**config.mk**
```make
export PLATFORM = sky130hd
export DESIGN_NAME = omcs_sequencer
export DESIGN_NICKNAME = d
export VERILOG_FILES = /design/src/omcs_pkg.sv /design/src/omcs_timer.sv /design/src/omcs_sequencer.sv
export SDC_FILE = /design/constraint.sdc
export NUM_CORES = 1
export LEC_CHECK = 0
export ABC_AREA = 1
export ABC_CLOCK_PERIOD_IN_PS = 3200
export CORE_ASPECT_RATIO = 0.9
export CORE_UTILIZATION = 47
export CTS_CLUSTER_SIZE = 10
export DETAILED_ROUTE_END_ITERATION = 7
export DONT_BUFFER_PORTS = 1
export PLACE_DENSITY = 0.68
export SYNTH_ARGS = -nofsm -noshare
export SYNTH_HDL_FRONTEND = slang
export SYNTH_SLANG_ARGS = --single-unit
```
**constraint.sdc**
```tcl
create_clock -name pclk -period 3.2 [get_ports pclk]
set_input_delay 0.8 -clock pclk [delete_from_list [all_inputs] [get_ports pclk]]
set_output_delay 0.8 -clock pclk [all_outputs]
set_load 0.02 [all_outputs]
```
**src/omcs_pkg.sv**
```systemverilog
// =====================================================================
// omcs_pkg: constants for the nvm manual command sequencer
// =====================================================================
// register offsets, field positions, reset values and command codes.
// assumes a 32-bit apb bus with one aligned word per register.
package omcs_pkg;

  // ===================================================================
  // register byte offsets
  // ===================================================================
  localparam logic [7:0] OFS_RECOVERY_TIMING = 8'h00;
  localparam logic [7:0] OFS_ACCESS_KEY = 8'h04;
  localparam logic [7:0] OFS_TICK_DIVIDER = 8'h08;
  localparam logic [7:0] OFS_CMD_TIMING = 8'h0C;
  localparam logic [7:0] OFS_CMD_SELECT = 8'h10;
  localparam logic [7:0] OFS_START_STATUS = 8'h14;

  // ===================================================================
  // field positions
  // ===================================================================
  localparam int RST_REC_LSB = 9;
  localparam int RST_REC_MSB = 15;
  localparam int PSR_LSB = 0;
  localparam int PSR_MSB = 8;
  localparam int PULSE_LSB = 14;
  localparam int PULSE_MSB = 31;
  localparam int RECOV_LSB = 4;
  localparam int RECOV_MSB = 13;
  localparam int HOLD_LSB = 2;
  localparam int HOLD_MSB = 3;
  localparam int SETUP_LSB = 0;
  localparam int SETUP_MSB = 1;
  localparam int MASK_LSB = 4;
  localparam int MASK_MSB = 7;
  localparam int CODE_LSB = 0;
  localparam int CODE_MSB = 3;
  localparam int START_BIT = 0;
  localparam int REFUSED_BIT = 1;

  // ===================================================================
  // reset values
  // ===================================================================
  localparam logic [15:0] RST_RECOVERY_TIMING = 16'h3B2C;
  localparam logic [7:0] RST_ACCESS_KEY = 8'h00;
  localparam logic [7:0] RST_TICK_DIVIDER = 8'h77;
  localparam logic [31:0] RST_CMD_TIMING = 32'h0001_8070;
  localparam logic [7:0] RST_CMD_SELECT = 8'h00;

  // key value that opens manual access
  localparam logic [7:0] KEY_OPEN = 8'h97;

  // ===================================================================
  // command codes
  // ===================================================================
  localparam logic [3:0] CMD_NOP = 4'h0;
  localparam logic [3:0] CMD_RESET = 4'h1;
  localparam logic [3:0] CMD_POWER_UP = 4'h4;
  localparam logic [3:0] CMD_POWER_DOWN = 4'h5;
  localparam logic [3:0] CMD_READ = 4'h6;
  localparam logic [3:0] CMD_WRITE = 4'h7;
  localparam logic [3:0] CMD_PROGRAM = 4'h8;
  localparam logic [3:0] CMD_COMPARE = 4'h9;
  localparam logic [3:0] CMD_PRECHARGE = 4'hA;
  localparam logic [3:0] CMD_AUX_UPDATE = 4'hB;
  localparam logic [3:0] CMD_WAIT = 4'hD;
  localparam logic [3:0] CMD_PGM_ASSIST = 4'hE;

  // sequencer states
  typedef enum logic [2:0] {
    ST_IDLE,
    ST_SETUP,
    ST_PULSE,
    ST_HOLD,
    ST_RECOV,
    ST_PSR,
    ST_RST
  } omcs_state_t;

endpackage : omcs_pkg

```
**src/omcs_timer.sv**
```systemverilog
// =====================================================================
// omcs_timer: loadable down counter for stage and recovery lengths
// =====================================================================
// single pclk domain; the caller loads a length and steps it down.
module omcs_timer
  import omcs_pkg::*;
#(
  parameter int WIDTH = 18
) (
  input wire logic pclk,
  input wire logic presetn,
  input wire logic load,
  input wire logic [WIDTH-1:0] load_val,
  input wire logic step,
  output logic zero
);

  logic [WIDTH-1:0] cnt_ff;
  logic [WIDTH-1:0] nxt_cnt;

  initial begin
    if (WIDTH < 2) begin
      $error("omcs_timer width too small");
    end
  end

  // load wins; stepping stops at zero so it never wraps
  assign nxt_cnt = load ? load_val :
                   (step && cnt_ff != '0) ? cnt_ff - 1'b1 : cnt_ff;
  assign zero = (cnt_ff == '0);

  always_ff @(posedge pclk or negedge presetn) begin
    if (!presetn) begin
      cnt_ff <= '0;
    end else begin
      cnt_ff <= nxt_cnt;
    end
  end

endmodule : omcs_timer

```
**src/omcs_sequencer.sv**
```systemverilog
// =====================================================================
// omcs_sequencer: manual command sequencer for the nvm macro
// =====================================================================
// apb slave with timing, key and command registers; drives the macro.
// assumes pclk is the single system clock and the macro is synchronous.
//
// Overview of operation
// reset recovery in 4-cycle units, default 0x1D
// supply recovery in microsecond ticks, default 0x12C
// start allowed only while key holds 0x97
// tick every divider plus one cycles
// pulse stage lasts field plus one cycles
// recovery stage lasts field plus one cycles
// hold stage lasts field plus one cycles
// setup stage lasts field plus one cycles
// assist steps reuse setup, pulse, recovery lengths
// software sets pulse field to 6
// software sets recovery field to 7
// software sets setup field to 0
// stage mask bits enable setup, pulse, hold, recovery
// software picks recommended stage mask per command
// command code decoded per listed values
// wait code runs stages, macro untouched
// assist code unsupported, start refused
// software enables macro before manual commands
// drive command, run enabled stages in order
// busy until last stage; start ignored while busy
//
// Decided for this implementation: the register offsets and the APB register port.
module omcs_sequencer
  import omcs_pkg::*;
(
  input wire logic pclk,
  input wire logic presetn,
  input wire logic psel,
  input wire logic penable,
  input wire logic pwrite,
  input wire logic [7:0] paddr,
  input wire logic [31:0] pwdata,
  output logic [31:0] prdata,
  output logic pready,
  output logic pslverr,
  output logic mem_select,
  output logic [3:0] mem_command,
  output logic [3:0] mem_phase,
  output logic busy,
  output logic microsecond_tick
);

  // ===================================================================
  // registers and state
  // ===================================================================
  logic [15:0] rec_timing_ff;
  logic [7:0] key_ff;
  logic [7:0] microsecond_divider_ff;
  logic [31:0] cmd_timing_ff;
  logic [7:0] cmd_select_ff;
  logic refused_ff;
  logic [31:0] prdata_ff;
  logic pready_ff;
  logic pslverr_ff;
  logic mem_select_ff;
  logic [3:0] mem_command_ff;
  logic [3:0] mem_phase_ff;
  logic busy_ff;
  logic tick_ff;
  logic [7:0] div_cnt_ff;
  logic [3:0] run_code_ff;
  logic [3:0] run_mask_ff;
  omcs_state_t state_ff;
  omcs_state_t nxt_state;
  logic [17:0] nxt_load_val;
  logic timer_zero;

  // ===================================================================
  // helper functions
  // ===================================================================
  // first enabled stage at or after idx; 4 means none left
  function automatic logic [2:0] first_stage(input logic [3:0] mask,
                                             input logic [2:0] idx);
    logic [2:0] res;
    res = 3'd4;
    for (int i = 3; i >= 0; i--) begin
      if (mask[3-i] && 3'(i) >= idx) begin
        res = 3'(i);
      end
    end
    return res;
  endfunction : first_stage

  function automatic omcs_state_t stage_state(input logic [2:0] idx);
    omcs_state_t s;
    case (idx)
      3'd0: s = ST_SETUP;
      3'd1: s = ST_PULSE;
      3'd2: s = ST_HOLD;
      3'd3: s = ST_RECOV;
      default: s = ST_IDLE;
    endcase
    return s;
  endfunction : stage_state

  // codes that reach the macro; wait and undefined codes do not
  function automatic logic drives_macro(input logic [3:0] code);
    logic r;
    case (code)
      CMD_NOP, CMD_RESET, CMD_POWER_UP, CMD_POWER_DOWN, CMD_READ,
      CMD_WRITE, CMD_PROGRAM, CMD_COMPARE, CMD_PRECHARGE,
      CMD_AUX_UPDATE: r = 1'b1;
      default: r = 1'b0;
    endcase
    return r;
  endfunction : drives_macro

  // ===================================================================
  // apb decode
  // ===================================================================
  wire apb_access = psel && penable && !pready_ff;
  wire apb_done = psel && penable && pready_ff;
  wire wr_done = apb_done && pwrite;
  wire hit_rec = (paddr == OFS_RECOVERY_TIMING);
  wire hit_key = (paddr == OFS_ACCESS_KEY);
  wire hit_div = (paddr == OFS_TICK_DIVIDER);
  wire hit_tim = (paddr == OFS_CMD_TIMING);
  wire hit_sel = (paddr == OFS_CMD_SELECT);
  wire hit_sts = (paddr == OFS_START_STATUS);
  wire hit_any = hit_rec | hit_key | hit_div | hit_tim | hit_sel | hit_sts;

  // read mux; narrow registers sit in the low bits
  wire [31:0] rd_mux =
    hit_rec ? {16'h0000, rec_timing_ff} :
    hit_key ? {24'h000000, key_ff} :
    hit_div ? {24'h000000, microsecond_divider_ff} :
    hit_tim ? cmd_timing_ff :
    hit_sel ? {24'h000000, cmd_select_ff} :
    hit_sts ? {30'h00000000, refused_ff, busy_ff} : 32'h0000_0000;

  // ===================================================================
  // field extraction and start decision
  // ===================================================================
  wire [6:0] f_rst_rec = rec_timing_ff[RST_REC_MSB:RST_REC_LSB];
  wire [8:0] f_psr = rec_timing_ff[PSR_MSB:PSR_LSB];
  wire [17:0] f_pulse = cmd_timing_ff[PULSE_MSB:PULSE_LSB];
  wire [9:0] f_recov = cmd_timing_ff[RECOV_MSB:RECOV_LSB];
  wire [1:0] f_hold = cmd_timing_ff[HOLD_MSB:HOLD_LSB];
  wire [1:0] f_setup = cmd_timing_ff[SETUP_MSB:SETUP_LSB];
  wire [3:0] sel_mask = cmd_select_ff[MASK_MSB:MASK_LSB];
  wire [3:0] sel_code = cmd_select_ff[CODE_MSB:CODE_LSB];
  wire key_ok = (key_ff == KEY_OPEN);
  wire start_req = wr_done && hit_sts && pwdata[START_BIT];
  // a start while busy, locked or unsupported is dropped, not queued
  wire start_go = start_req && !busy_ff && key_ok &&
                  (sel_code != CMD_PGM_ASSIST);
  wire start_bad = start_req && !start_go;
  wire refused_clr = wr_done && hit_sts && pwdata[REFUSED_BIT];

  // ===================================================================
  // stage sequencing
  // ===================================================================
  logic [2:0] cur_idx;
  logic [2:0] next_idx;
  omcs_state_t after_stages;

  // index of the running stage, then the next enabled one
  assign cur_idx = (state_ff == ST_SETUP) ? 3'd0 :
                   (state_ff == ST_PULSE) ? 3'd1 :
                   (state_ff == ST_HOLD) ? 3'd2 : 3'd3;
  assign next_idx = start_go ? first_stage(sel_mask, 3'd0) :
                    first_stage(run_mask_ff, cur_idx + 3'd1);
  // supply and reset recovery tail after the last stage
  assign after_stages = (run_code_ff == CMD_POWER_UP) ? ST_PSR :
                        (run_code_ff == CMD_RESET) ? ST_RST : ST_IDLE;

  // next state: stages in fixed order, each gated by its mask bit
  always_comb begin
    nxt_state = state_ff;
    case (state_ff)
      ST_IDLE: begin
        if (start_go) begin
          if (next_idx == 3'd4) begin
            nxt_state = (sel_code == CMD_POWER_UP) ? ST_PSR :
                        (sel_code == CMD_RESET) ? ST_RST : ST_IDLE;
          end else begin
            nxt_state = stage_state(next_idx);
          end
        end
      end
      ST_SETUP, ST_PULSE, ST_HOLD, ST_RECOV: begin
        if (timer_zero) begin
          nxt_state = (next_idx == 3'd4) ? after_stages :
                      stage_state(next_idx);
        end
      end
      ST_PSR, ST_RST: begin
        if (timer_zero) begin
          nxt_state = ST_IDLE;
        end
      end
      default: nxt_state = ST_IDLE;
    endcase
  end

  // length loaded on entry to each stage and the reset tail, minus one; the supply tail loads its tick count as is
  always_comb begin
    case (nxt_state)
      ST_SETUP: nxt_load_val = {16'h0000, f_setup};
      ST_PULSE: nxt_load_val = f_pulse;
      ST_HOLD: nxt_load_val = {16'h0000, f_hold};
      ST_RECOV: nxt_load_val = {8'h00, f_recov};
      ST_PSR: nxt_load_val = {9'h000, f_psr};
      ST_RST: nxt_load_val = {9'h000, f_rst_rec, 2'b11};
      default: nxt_load_val = 18'h00000;
    endcase
  end

  wire entering = (nxt_state != state_ff) && (nxt_state != ST_IDLE);
  // supply wait steps on ticks, everything else on cycles
  wire timer_step = (state_ff == ST_PSR) ? tick_ff : 1'b1;

  omcs_timer #(
    .WIDTH(18)
  ) u_timer (
    .pclk(pclk),
    .presetn(presetn),
    .load(entering),
    .load_val(nxt_load_val),
    .step(timer_step),
    .zero(timer_zero)
  );

  // ===================================================================
  // microsecond tick
  // ===================================================================
  // divider write restarts the count so the first tick is clean
  wire div_wr = wr_done && hit_div;
  wire div_wrap = (div_cnt_ff == microsecond_divider_ff);

  always_ff @(posedge pclk or negedge presetn) begin
    if (!presetn) begin
      div_cnt_ff <= 8'h00;
      tick_ff <= 1'b0;
    end else begin
      div_cnt_ff <= (div_wr || div_wrap) ? 8'h00 : div_cnt_ff + 8'h01;
      tick_ff <= div_wrap && !div_wr;
    end
  end

  // ===================================================================
  // register file
  // ===================================================================
  always_ff @(posedge pclk or negedge presetn) begin
    if (!presetn) begin
      rec_timing_ff <= RST_RECOVERY_TIMING;
      key_ff <= RST_ACCESS_KEY;
      microsecond_divider_ff <= RST_TICK_DIVIDER;
      cmd_timing_ff <= RST_CMD_TIMING;
      cmd_select_ff <= RST_CMD_SELECT;
    end else if (wr_done) begin
      if (hit_rec) rec_timing_ff <= pwdata[15:0];
      if (hit_key) key_ff <= pwdata[7:0];
      if (hit_div) microsecond_divider_ff <= pwdata[7:0];
      if (hit_tim) cmd_timing_ff <= pwdata;
      if (hit_sel) cmd_select_ff <= pwdata[7:0];
    end
  end

  // refused start flag: a new refusal beats a same-cycle clear
  always_ff @(posedge pclk or negedge presetn) begin
    if (!presetn) begin
      refused_ff <= 1'b0;
    end else begin
      refused_ff <= start_bad || (refused_ff && !refused_clr);
    end
  end

  // one wait state on every access; data ready with pready
  always_ff @(posedge pclk or negedge presetn) begin
    if (!presetn) begin
      pready_ff <= 1'b0;
      pslverr_ff <= 1'b0;
      prdata_ff <= 32'h0000_0000;
    end else begin
      pready_ff <= apb_access;
      pslverr_ff <= apb_access && !hit_any;
      prdata_ff <= (apb_access && !pwrite) ? rd_mux : 32'h0000_0000;
    end
  end

  // ===================================================================
  // sequencer and macro outputs
  // ===================================================================
  wire nxt_in_stage = (nxt_state == ST_SETUP) || (nxt_state == ST_PULSE) ||
                      (nxt_state == ST_HOLD) || (nxt_state == ST_RECOV);
  wire [3:0] nxt_code = start_go ? sel_code : run_code_ff;
  wire [3:0] nxt_phase = {nxt_state == ST_SETUP, nxt_state == ST_PULSE,
                          nxt_state == ST_HOLD, nxt_state == ST_RECOV};

  always_ff @(posedge pclk or negedge presetn) begin
    if (!presetn) begin
      state_ff <= ST_IDLE;
      run_code_ff <= CMD_NOP;
      run_mask_ff <= 4'h0;
      busy_ff <= 1'b0;
      mem_select_ff <= 1'b0;
      mem_command_ff <= CMD_NOP;
      mem_phase_ff <= 4'h0;
    end else begin
      state_ff <= nxt_state;
      if (start_go) begin
        run_code_ff <= sel_code;
        run_mask_ff <= sel_mask;
      end
      busy_ff <= (nxt_state != ST_IDLE);
      // wait and undefined codes leave the macro alone
      mem_select_ff <= nxt_in_stage && drives_macro(nxt_code);
      mem_command_ff <= (nxt_in_stage && drives_macro(nxt_code)) ?
                        nxt_code : CMD_NOP;
      mem_phase_ff <= drives_macro(nxt_code) ? nxt_phase : 4'h0;
    end
  end

  assign prdata = prdata_ff;
  assign pready = pready_ff;
  assign pslverr = pslverr_ff;
  assign mem_select = mem_select_ff;
  assign mem_command = mem_command_ff;
  assign mem_phase = mem_phase_ff;
  assign busy = busy_ff;
  assign microsecond_tick = tick_ff;

  // ===================================================================
  // checks
  // ===================================================================
  // cycles spent in the current state, and since the last tick
  logic [17:0] dwell_ff;
  logic [7:0] tick_gap_ff;

  always_ff @(posedge pclk or negedge presetn) begin
    if (!presetn) begin
      dwell_ff <= 18'h00000;
      tick_gap_ff <= 8'hFF;
    end else begin
      dwell_ff <= (nxt_state != state_ff) ? 18'h00000 : dwell_ff + 18'h1;
      // restart one below zero so the first tick after a restart lines up
      tick_gap_ff <= div_wr ? 8'hFF : tick_ff ? 8'h00 : tick_gap_ff + 8'h01;
    end
  end
endmodule : omcs_sequencer

```
==> results by group, run 1 <==
Outcome
  • Outcome: finished clean

STA
  • Slew HR: 60.3%
  • Hold Vio Cnt, Final: 0
  • Final Slew Violations: 0
  • Post-layout min period: 2900 ps
  • RSZ-0062 raised after global routing: false
  • Achievable clock frequency: 345 MHz
  • Setup Viol. Count Final: 0
  • Worst Skew: 8.49 ps
  • Final Worst Setup Slack: 298 ps
  • Worst-Margin Slew: 596 ps
  • Setup_tns: 0 ps
  • Fin crit share: 90.7%

Power and ir drop
  • Sw Share: 32.3%
  • Pleak: 4.06 nW
  • Comb pwr share: 24.8%
  • Clock Power Share: 37.2%
  • Pwr Density: 681 nW/µm²
  • NetSw: 1.89 mW
  • Cell-internal power: 3.97 mW
  • VDD IR max: 416 µV
  • Sequential share of power: 38.0%

Global routing
  • First-pass GRT wire length: 29700 µm
  • Initial antenna violation count: 1
  • Overflow after GRT: 0
  • GRT Total Usage: 23.6%
  • Largest net degree at the start of global routing: 155
  • Vias in the first global route: 5774

Routing
  • Vias/cell: 5.34
  • Initial DRT Pass Iterations: 5
  • DR WL/cell: 16.2 µm
  • Routed WL: 18500 µm
  • Remaining DRCs: 0
  • Post-route ant nets: 0
  • Via count: 6110
  • DRT iter0 DRCs: 520

Placed design
  • Post-DP HPWL: 13000 µm
  • Buffers on Ports: 0
  • Place WS: 9.72 ps
  • GPL Wtd Cong: 0.884

Worst setup path
  • Critical path's top delay family: simple AND/OR/NAND/NOR gates
  • Worst Setup Start Kind: register
  • Crit-path most repeated cell: nand2_1
  • Worst path bufs/invs: 4
  • Slowest-stage cell, CP: dfrtp_1
  • Worst Path Arrival: 3220 ps
  • Worst Path Required: 3520 ps
  • CP Max Fanout: 8
  • CP Capture Type: register
  • Worst path cell trace: inv_1, ha_2, nand2_1, nor2_2, nand4_1, nor2_2, nand2_2, nor2_2, nand2_1, nand2_1, nand2_1, nand2_2, inv_2, nand2_1, nand2_1, inv_2, nand4_4, nand2_4, nand2_1, buf_4, nor2_1, a21oi_2
  • Worst path max stage delay: 380 ps
  • Crit Path Category: reg -> reg

Layout
  • Final layout net count: 976
  • Fillcell total: 1425
  • Synth-to-layout area growth: 13.3%
  • Ant. Diodes: 0
  • Commonest cells after routing, fill and taps aside: 191 x nand2_1, 135 x dfrtp_1, 122 x inv_1
  • Commonest non-fill, non-tap cell in the layout: nand2_1
  • Share of cells above drive strength 1: 14.8%
  • Post-Route Utilization: 55.2%

Die
  • Die Height: 123 µm
  • I/O pin count: 90
  • Initial Util: 48.7%
  • Row Count: 43
  • Die area: 16700 µm²
  • Die Width: 136 µm
  • Area of the core: 15600 µm²

Flow run
  • Number of max-cap violations: 0

Clock tree
  • Clock buffer count from CTS: 17
  • CTS tree: yes
  • H-tree levels: 4
  • Clock transition at path regs: 70 ps
  • CTS Sinks: 154
  • Max clock buf depth: 2
  • Worst skew pair latency: 430 ps
  • Clock root cell: clkbuf_16
  • Hold Buf Count CTS: 0

Logic synthesis
  • Post-Syn Instances: 908
  • Post-synth ARST share: 100%
  • Synth Net Count: 955
  • Register area share after synthesis: 51.0%
  • Register bit total from synthesis: 154
  • EDFF count, synth: 0
  • Synth Flop Type: dfrtp_1
  • Avg Inst Size Synth: 8.37 µm²
  • Synth warnings: 0
  • Yosys cell types: 43
  • Mapped cell area: 7600 µm²

Worst hold path
  • Worst Hold Class: in -> async
==> cell usage after synthesis, drive strengths merged (3+ instances only) <==
cell | instances | share of area [%]
nand4 | 11 | 1.1
a21oi | 27 | 2.2
buf | 7 | 0.84
o21ai | 94 | 6.2
dfrtp | 135 | 44
xor2 | 17 | 2.0
a311oi | 3 | 0.35
o32ai | 6 | 0.69
mux2 | 15 | 2.2
xnor2 | 7 | 0.81
nand2 | 200 | 10
inv | 130 | 6.4
clkbuf | 19 | 0.94
nor3 | 12 | 0.79
dfstp | 19 | 6.6
a221oi | 3 | 0.35
nor2 | 117 | 6.4
nand3 | 47 | 3.5
nor4 | 7 | 0.58
nor3b | 17 | 1.7
==> kinds of logic after synthesis <==
group / after synthesis / synth area share [%]
adders and majority gates: 2 / 0.329
muxes: 15 / 2.22
buffers and inverters: 156 / 8.20
and+or+nand+nor: 414 / 24.6
xor gates and xnor gates: 24 / 2.77
AOI/OAI and AO/OA: 143 / 10.8
DFF: 154 / 51.0
==> path summary, 6_finish.rpt <==
check,depth (start not counted),slack (ps),end,startpoint
min in group pclk,2,490,rec_timing_ff[14],rec_timing_ff[14]
worst max-delay path,22,300,u_timer.cnt_ff[2],u_timer.cnt_ff[0]
worst max register to register,22,300,u_timer.cnt_ff[2],u_timer.cnt_ff[0]
worst min register to register,2,490,rec_timing_ff[14],rec_timing_ff[14]
max in group asynchronous,0,2840,cmd_timing_ff[16],presetn
worst min-delay path,0,60,prdata[0],presetn
==> final cells by class <==
cell class	instances	area (µm²)	share of cell area (%)
clock buffer	20	457	5.30
clock inverter	12	188	2.18
inverter	130	488	5.67
multi-input combinational	598	3130	36.3
sequential	154	3880	45.0
tap	202	253	2.93
timing repair buffer	28	223	2.59
==> sequential cells by signal, indices dropped and copies added, names as in the netlist <==
name                    flops
busy                        1
cmd_select_ff               8
cmd_timing_ff              32
div_cnt_ff                  8
key_ff                      8
mem_command                 4
mem_phase                   4
mem_select                  1
microsecond_divider_ff      8
microsecond_tick            1
prdata                     32
pready                      1
pslverr                     1
rec_timing_ff              16
refused_ff                  1
run_code_ff                 4
run_mask_ff                 3
state_ff                    3
u_timer.cnt_ff             18
==> stage by stage <==
stage / power, mW / instance area (µm²) / hold WS [ps] / std cells
global route: 6.19 / 8610 / 41.4 / 1144
floorplan: 3.36 / 7600 / 453 / 908
detailed placement: 3.67 / 7940 / 472 / 1111
finish: 5.87 / 8610 / 60.4 / 1144
global placement: 3.64 / 7940 / 465 / 1111
CTS: 5.87 / 8580 / 46.3 / 1143
==> power by group through the flow <==
| stage | Clock (mW) | Combinational [mW] | Sequential (mW) |
|---|---|---|---|
| 2_1_floorplan | 0 | 1.13 | 2.22 |
| 6_report | 2.18 | 1.46 | 2.23 |
| 5_1_grt | 2.31 | 1.64 | 2.24 |
| 3_5_place_dp | 0 | 1.41 | 2.26 |
| 3_3_place_gp | 0 | 1.38 | 2.26 |
| 4_1_cts | 2.22 | 1.43 | 2.22 |
==> what timing repair did <==
action / CTS / global route
endpoints found under the setup margin: 0 / 20
buffers inserted: 0 / 1
gates resized for setup: 0 / 7
==> per-layer routing <==
metal | part of all wire (%) | wire [µm] | global-route usage (%) | up-vias
met5 | 0.043 | 8 | 0 | -
met4 | 1.7 | 319 | 8.96 | 2
met3 | 5.5 | 1020 | 4.87 | 27
met2 | 45 | 8360 | 34.8 | 196
met1 | 48 | 8780 | 34.1 | 2915
li1 | - | - | - | 2970
Note: power is estimated with default switching activity, not from simulation.
==> inputs of run 2 (changes only) <==
--- a/config.mk
+++ b/config.mk
@@ -7,12 +7,15 @@
 export LEC_CHECK = 0
 export ABC_AREA = 1
 export ABC_CLOCK_PERIOD_IN_PS = 3200
+export CELL_PAD_IN_SITES_DETAIL_PLACEMENT = 0
+export CELL_PAD_IN_SITES_GLOBAL_PLACEMENT = 1
 export CORE_ASPECT_RATIO = 0.9
 export CORE_UTILIZATION = 47
 export CTS_CLUSTER_SIZE = 10
 export DETAILED_ROUTE_END_ITERATION = 7
 export DONT_BUFFER_PORTS = 1
-export PLACE_DENSITY = 0.68
+export PLACE_DENSITY = 0.84
+export SETUP_SLACK_MARGIN = 0.1
 export SYNTH_ARGS = -nofsm -noshare
 export SYNTH_HDL_FRONTEND = slang
 export SYNTH_SLANG_ARGS = --single-unit
==> constraint.sdc (replaced) <==
create_clock -name pclk -period 3.2 [get_ports pclk]
set_input_delay 0.32 -clock pclk [delete_from_list [all_inputs] [get_ports pclk]]
set_output_delay 0.32 -clock pclk [all_outputs]
set_load 0.02 [all_outputs]
==> run 2 against run 1 <==
Net effect:
- the run now ends with hold timing left
- critical path depth unchanged
- global-route usage up 1.0 points
- sequential share of layout area up 0.33 points
- non-clock buffer count down 3
- sequential power about the same
- combinational power about the same
- count of clock-buffer cells in the layout down 1
- clock skew up 1.3 ps
- total power down 1.7%
- largest cell class unchanged
- highest routed layer is now met4
==> results by group, run 2 (same netlist as run 1, synthesis figures left out) <==
Outcome
  • Outcome: complete, but fails checks
  • Failing checks: hold timing

Routing
  • Post-route ant nets: 0
  • DRT iter0 DRCs: 545
  • DR WL/cell: 16.8 µm
  • Vias/cell: 5.29
  • Routed WL: 19200 µm
  • Via count: 6039
  • Remaining DRCs: 0
  • Initial DRT Pass Iterations: 5

Worst setup path
  • Critical path's top delay family: simple AND/OR/NAND/NOR gates
  • CP Max Fanout: 11
  • Slowest-stage cell, CP: dfrtp_1
  • Worst path max stage delay: 380 ps
  • CP Capture Type: register
  • Worst Path Required: 3530 ps
  • CP startpoint: u_timer.cnt_ff[0]
  • Worst Path Arrival: 3170 ps
  • Reg2reg start: u_timer.cnt_ff[0]
  • Worst path bufs/invs: 6
  • Crit Path Category: reg -> reg
  • Crit-path most repeated cell: nand2_1
  • Worst path cell trace: inv_1, ha_2, nand2_1, nor2_4, nand4_1, nor2_1, nand2_2, nand2_1, inv_1, nand3_1, inv_1, a21oi_4, nand2_4, nor2_2, nand2_4, nand2_4, nand2_1, buf_4, inv_2, nand2_1, nand2_1, inv_1
  • Worst Setup Start Kind: register

Layout
  • Commonest non-fill, non-tap cell in the layout: nand2_1
  • Final layout net count: 973
  • Share of cells above drive strength 1: 14.5%
  • Synth-to-layout area growth: 12.5%
  • Fillcell total: 1455
  • Multi-input gate area: 3130 µm²
  • Commonest cells after routing, fill and taps aside: 191 x nand2_1, 135 x dfrtp_1, 120 x inv_1
  • Ant. Diodes: 0
  • Register area: 3880 µm²

Power and ir drop
  • Pwr Density: 675 nW/µm²
  • VDD IR max: 413 µV
  • Pleak: 4.01 nW

Flow run
  • Number of max-cap violations: 0

Global routing
  • GRT Total Usage: 24.6%
  • First-pass GRT wire length: 30800 µm
  • Initial antenna violation count: 0
  • Vias in the first global route: 5728
  • Overflow after GRT: 0
  • Largest net degree at the start of global routing: 155

Die
  • Area of the core: 15600 µm²
  • Row Count: 43
  • Die Height: 123 µm
  • I/O pin count: 90
  • Initial Util: 48.7%
  • Die Width: 136 µm
  • Die area: 16700 µm²

Clock tree
  • H-tree levels: 4
  • Max clock buf depth: 2
  • Clock buffer count from CTS: 17
  • Clock root cell: clkbuf_16
  • CTS tree: yes
  • CTS Sinks: 154
  • Clock transition at path regs: 70 ps
  • Worst skew pair latency: 430 ps

STA
  • Post-layout min period: 2840 ps
  • Worst-Margin Slew: 869 ps
  • Hold_ws: -420 ps
  • Setup Viol. Count Final: 0
  • Fin crit share: 88.8%
  • Final Slew Violations: 0
  • RSZ-0062 raised after global routing: true
  • Achievable clock frequency: 352 MHz
  • Slew HR: 41.9%
  • Worst Skew: 9.80 ps
  • Setup_tns: 0 ps
  • Hold Vio Cnt, Final: 154

Placed design
  • GPL Wtd Cong: 0.899
  • Post-DP HPWL: 13600 µm
  • Buffers on Ports: 0

Worst hold path
  • Worst Hold Class: in -> async
run 2: cell type report:
cell class,instances,area share [%]
sequential,154,45.3
clock buffer,19,5.30
multi-input combinational,598,36.6
clock inverter,13,1.84
timing repair buffer,25,2.19
tap,202,2.96
inverter,130,5.78
run 2: routing by layer:
metal | wire length (µm) | GRT usage (%) | up-vias
met5 | 0 | 0 | -
met1 | 9350 | 37.1 | 2894
met2 | 8760 | 36.2 | 174
li1 | - | - | 2961
met4 | 144 | 5.49 | 0
met3 | 962 | 5.29 | 10
run 2: report_power, final:
group	internal, mW	leakage (nW)	total (mW)	switching, mW
Sequential	2.09	2.02	2.23	0.145
Combinational	0.536	1.70	1.46	0.924
Clock	1.21	0.291	2.08	0.865
run 2: repair_timing:
item / in CTS / in global routing
setup buffers: 0 / 6
endpoints found under the setup margin: 0 / 18
resized for setup: 0 / 10
endpoints found under the hold margin: 154 / 154
run 2: stage by stage:
| step | setup slack [ps] | std cells | area [µm²] | power, mW | utilization, % |
|---|---|---|---|---|---|
| after floorplan | 641 | 908 | 7600 | 3.36 | - |
| after global placement | 228 | 1103 | 7870 | 3.62 | 50.4 |
| after detailed placement | 205 | 1103 | 7870 | 3.64 | 50.4 |
| after CTS | 184 | 1135 | 8480 | 5.72 | 54.3 |
| after global routing | 40.2 | 1141 | 8550 | 6.10 | 54.8 |
| final | 358 | 1141 | 8550 | 5.77 | 54.8 |
run 2: path summary, 6_finish.rpt:
kind                                     end  slack, ps  cells after the start
max reg2reg                u_timer.cnt_ff[3]        360                     22
min in group pclk          cmd_timing_ff[15]         10                      2
min                            div_cnt_ff[0]       -420                      0
max                        u_timer.cnt_ff[3]        360                     22
min reg2reg                cmd_timing_ff[10]        490                      2
max in group asynchronous   rec_timing_ff[8]       3310                      0
==> inputs of run 3 (changes only) <==
--- a/config.mk
+++ b/config.mk
@@ -10,11 +10,11 @@
 export CELL_PAD_IN_SITES_DETAIL_PLACEMENT = 0
 export CELL_PAD_IN_SITES_GLOBAL_PLACEMENT = 1
 export CORE_ASPECT_RATIO = 0.9
-export CORE_UTILIZATION = 47
+export CORE_UTILIZATION = 35
 export CTS_CLUSTER_SIZE = 10
 export DETAILED_ROUTE_END_ITERATION = 7
 export DONT_BUFFER_PORTS = 1
-export PLACE_DENSITY = 0.84
+export PLACE_DENSITY = 0.67
 export SETUP_SLACK_MARGIN = 0.1
 export SYNTH_ARGS = -nofsm -noshare
 export SYNTH_HDL_FRONTEND = slang
==> run 3 against run 2 <==
Net effect:
- the flow still finishes with violations (hold timing)
- core utilization shrank 13 points
- count of clock-buffer cells in the layout grew 1
- clock power up 2%
- sequential cell count is the same
- global-route usage is 5.1 points lower
- final cell count rose by 7.8%
- sequential share of layout area down 0.81 points
- sequential power is essentially flat
- setup slack got worse by 21 ps
- wire length grew 6.6%
- clock skew is 5.9 ps higher
- combinational power grew 5%
- critical path type unchanged
- critical endpoint is now u_timer.cnt_ff[6]
- largest power group unchanged
==> results by group, run 3 (same netlist as run 1, synthesis figures left out) <==
Outcome
  • Outcome: complete, but fails checks
  • Failing checks: hold timing

Placed design
  • Buffers on Ports: 0
  • GPL Wtd Cong: 0.859
  • Place WS: 143 ps
  • Post-DP HPWL: 14800 µm

Die
  • Row Count: 50
  • Initial Util: 36.2%
  • I/O pin count: 90
  • Area of the core: 21000 µm²
  • Die Height: 142 µm
  • Die area: 22300 µm²
  • Die Width: 157 µm

Routing
  • Via count: 5982
  • Routed WL: 20500 µm
  • Vias/cell: 4.86
  • Remaining DRCs: 0
  • DR WL/cell: 16.6 µm
  • Initial DRT Pass Iterations: 5
  • DRT iter0 DRCs: 419
  • Post-route ant nets: 0

Worst setup path
  • Worst Path Required: 3510 ps
  • Worst Path Arrival: 3170 ps
  • CP Capture Type: register
  • RR Endpoint: u_timer.cnt_ff[6]
  • CP Max Fanout: 7
  • Crit Path Category: reg -> reg
  • Reg2reg start: u_timer.cnt_ff[0]
  • FF-to-FF setup slack: 340 ps
  • FF-to-FF path depth: 22
  • Worst Setup Start Kind: register

STA
  • Final Slew Violations: 0
  • Fin crit share: 89.5%
  • Setup_tns: 0 ps
  • Hold_ws: -416 ps
  • Worst Skew: 15.7 ps
  • Slew HR: 43.6%
  • Setup Viol. Count Final: 0
  • Final Worst Setup Slack: 337 ps
  • Hold Vio Cnt, Final: 154
  • Worst-Margin Slew: 843 ps
  • RSZ-0062 raised after global routing: false
  • Post-layout min period: 2860 ps
  • Achievable clock frequency: 349 MHz

Layout
  • Commonest cells after routing, fill and taps aside: 191 x nand2_1, 135 x dfrtp_1, 121 x inv_1
  • Commonest non-fill, non-tap cell in the layout: nand2_1
  • Final layout net count: 978
  • Synth-to-layout area growth: 14.6%
  • Ant. Diodes: 0
  • Fillcell total: 2148
  • Share of cells above drive strength 1: 14.8%

Clock tree
  • CTS tree: yes
  • Clock buffer count from CTS: 17
  • CTS Sinks: 154
  • Max clock buf depth: 2
  • H-tree levels: 4
  • Clock transition at path regs: 70 ps
  • Clock root cell: clkbuf_16
  • Worst skew pair latency: 430 ps

Flow run
  • Number of max-cap violations: 0

Power and ir drop
  • Pwr Density: 676 nW/µm²
  • Pleak: 4.05 nW
  • VDD IR max: 342 µV

Global routing
  • Vias in the first global route: 5937
  • Largest net degree at the start of global routing: 155
  • First-pass GRT wire length: 33100 µm
  • Initial antenna violation count: 0
  • Overflow after GRT: 0
  • GRT Total Usage: 19.6%

Worst hold path
  • Worst Hold Class: in -> async
## run 3: cell count changes in the layout (fill, tap and decap cells not counted), sizes merged
cell      change
bufinv        +1
inv           -1
buf           +5
clkinv        +1
clkbuf        +1
clkinvlp      -2
## run 3: area by class of cell
cell class                      count  area (µm²)  area share, %
Clock buffer                       20         447           5.13
Timing Repair Buffer               30         229           2.63
Inverter                          130         490           5.63
Multi-Input combinational cell    598        3140           36.1
Tap cell                          286         358           4.11
Clock inverter                     12         165           1.90
Sequential cell                   154        3880           44.5
## run 3: worst max path at each step
stage	startpoint	cells past startpoint	to
2_1_floorplan	u_timer.cnt_ff[0]	23	u_timer.cnt_ff[13]
3_3_place_gp	u_timer.cnt_ff[0]	16	mem_command[0]
3_5_place_dp	u_timer.cnt_ff[0]	22	u_timer.cnt_ff[17]
4_1_cts	u_timer.cnt_ff[0]	22	u_timer.cnt_ff[7]
5_1_grt	u_timer.cnt_ff[0]	22	u_timer.cnt_ff[6]
6_report	u_timer.cnt_ff[0]	22	u_timer.cnt_ff[6]
## run 3: power breakdown
part           internal (mW)  total (mW)  switching [mW]
Combinational          0.579        1.53           0.946
Sequential              2.09        2.23           0.143
Clock                   1.26        2.13           0.866
## run 3: critical path, stage by stage (launching register included)
cell and delay, ps:
dfrtp_1 390, inv_2 70, ha_2 200, nand2_1 100
nor2_2 150, nand4_1 150, nor2_1 150, nand2_2 120
nor2_2 120, nand2_1 70, nand2_1 50, nand2_1 80
nand2_4 120, inv_2 80, nand2_1 60, nand2_1 60
inv_2 60, nand4_4 140, nand2_8 130, nand2_1 100
buf_4 180, nor2_1 120, a21oi_2 40
## run 3: stage by stage
stage          instance area [µm²]  std cells  utilization (%)  total power [mW]
2_1_floorplan                 7600        908                -              3.36
6_report                      8710       1230             41.4              5.88
5_1_grt                       8710       1230             41.4              6.23
3_5_place_dp                  7980       1188             38.0              3.65
3_3_place_gp                  7980       1188             38.0              3.64
4_1_cts                       8590       1220             40.9              5.78
## run 3: repair_timing
action	CTS	global route
hold endpoints to repair	154	154
endpoints found under the setup margin	0	23
resized for setup	0	11
setup buffers	0	10
## run 3: per-layer routing
metal	track usage [%]	up-vias	routed length, µm
li1	-	2966	-
met5	0	-	0
met2	29.2	126	9140
met3	3.60	15	796
met4	5.42	0	229
met1	28.8	2875	10300
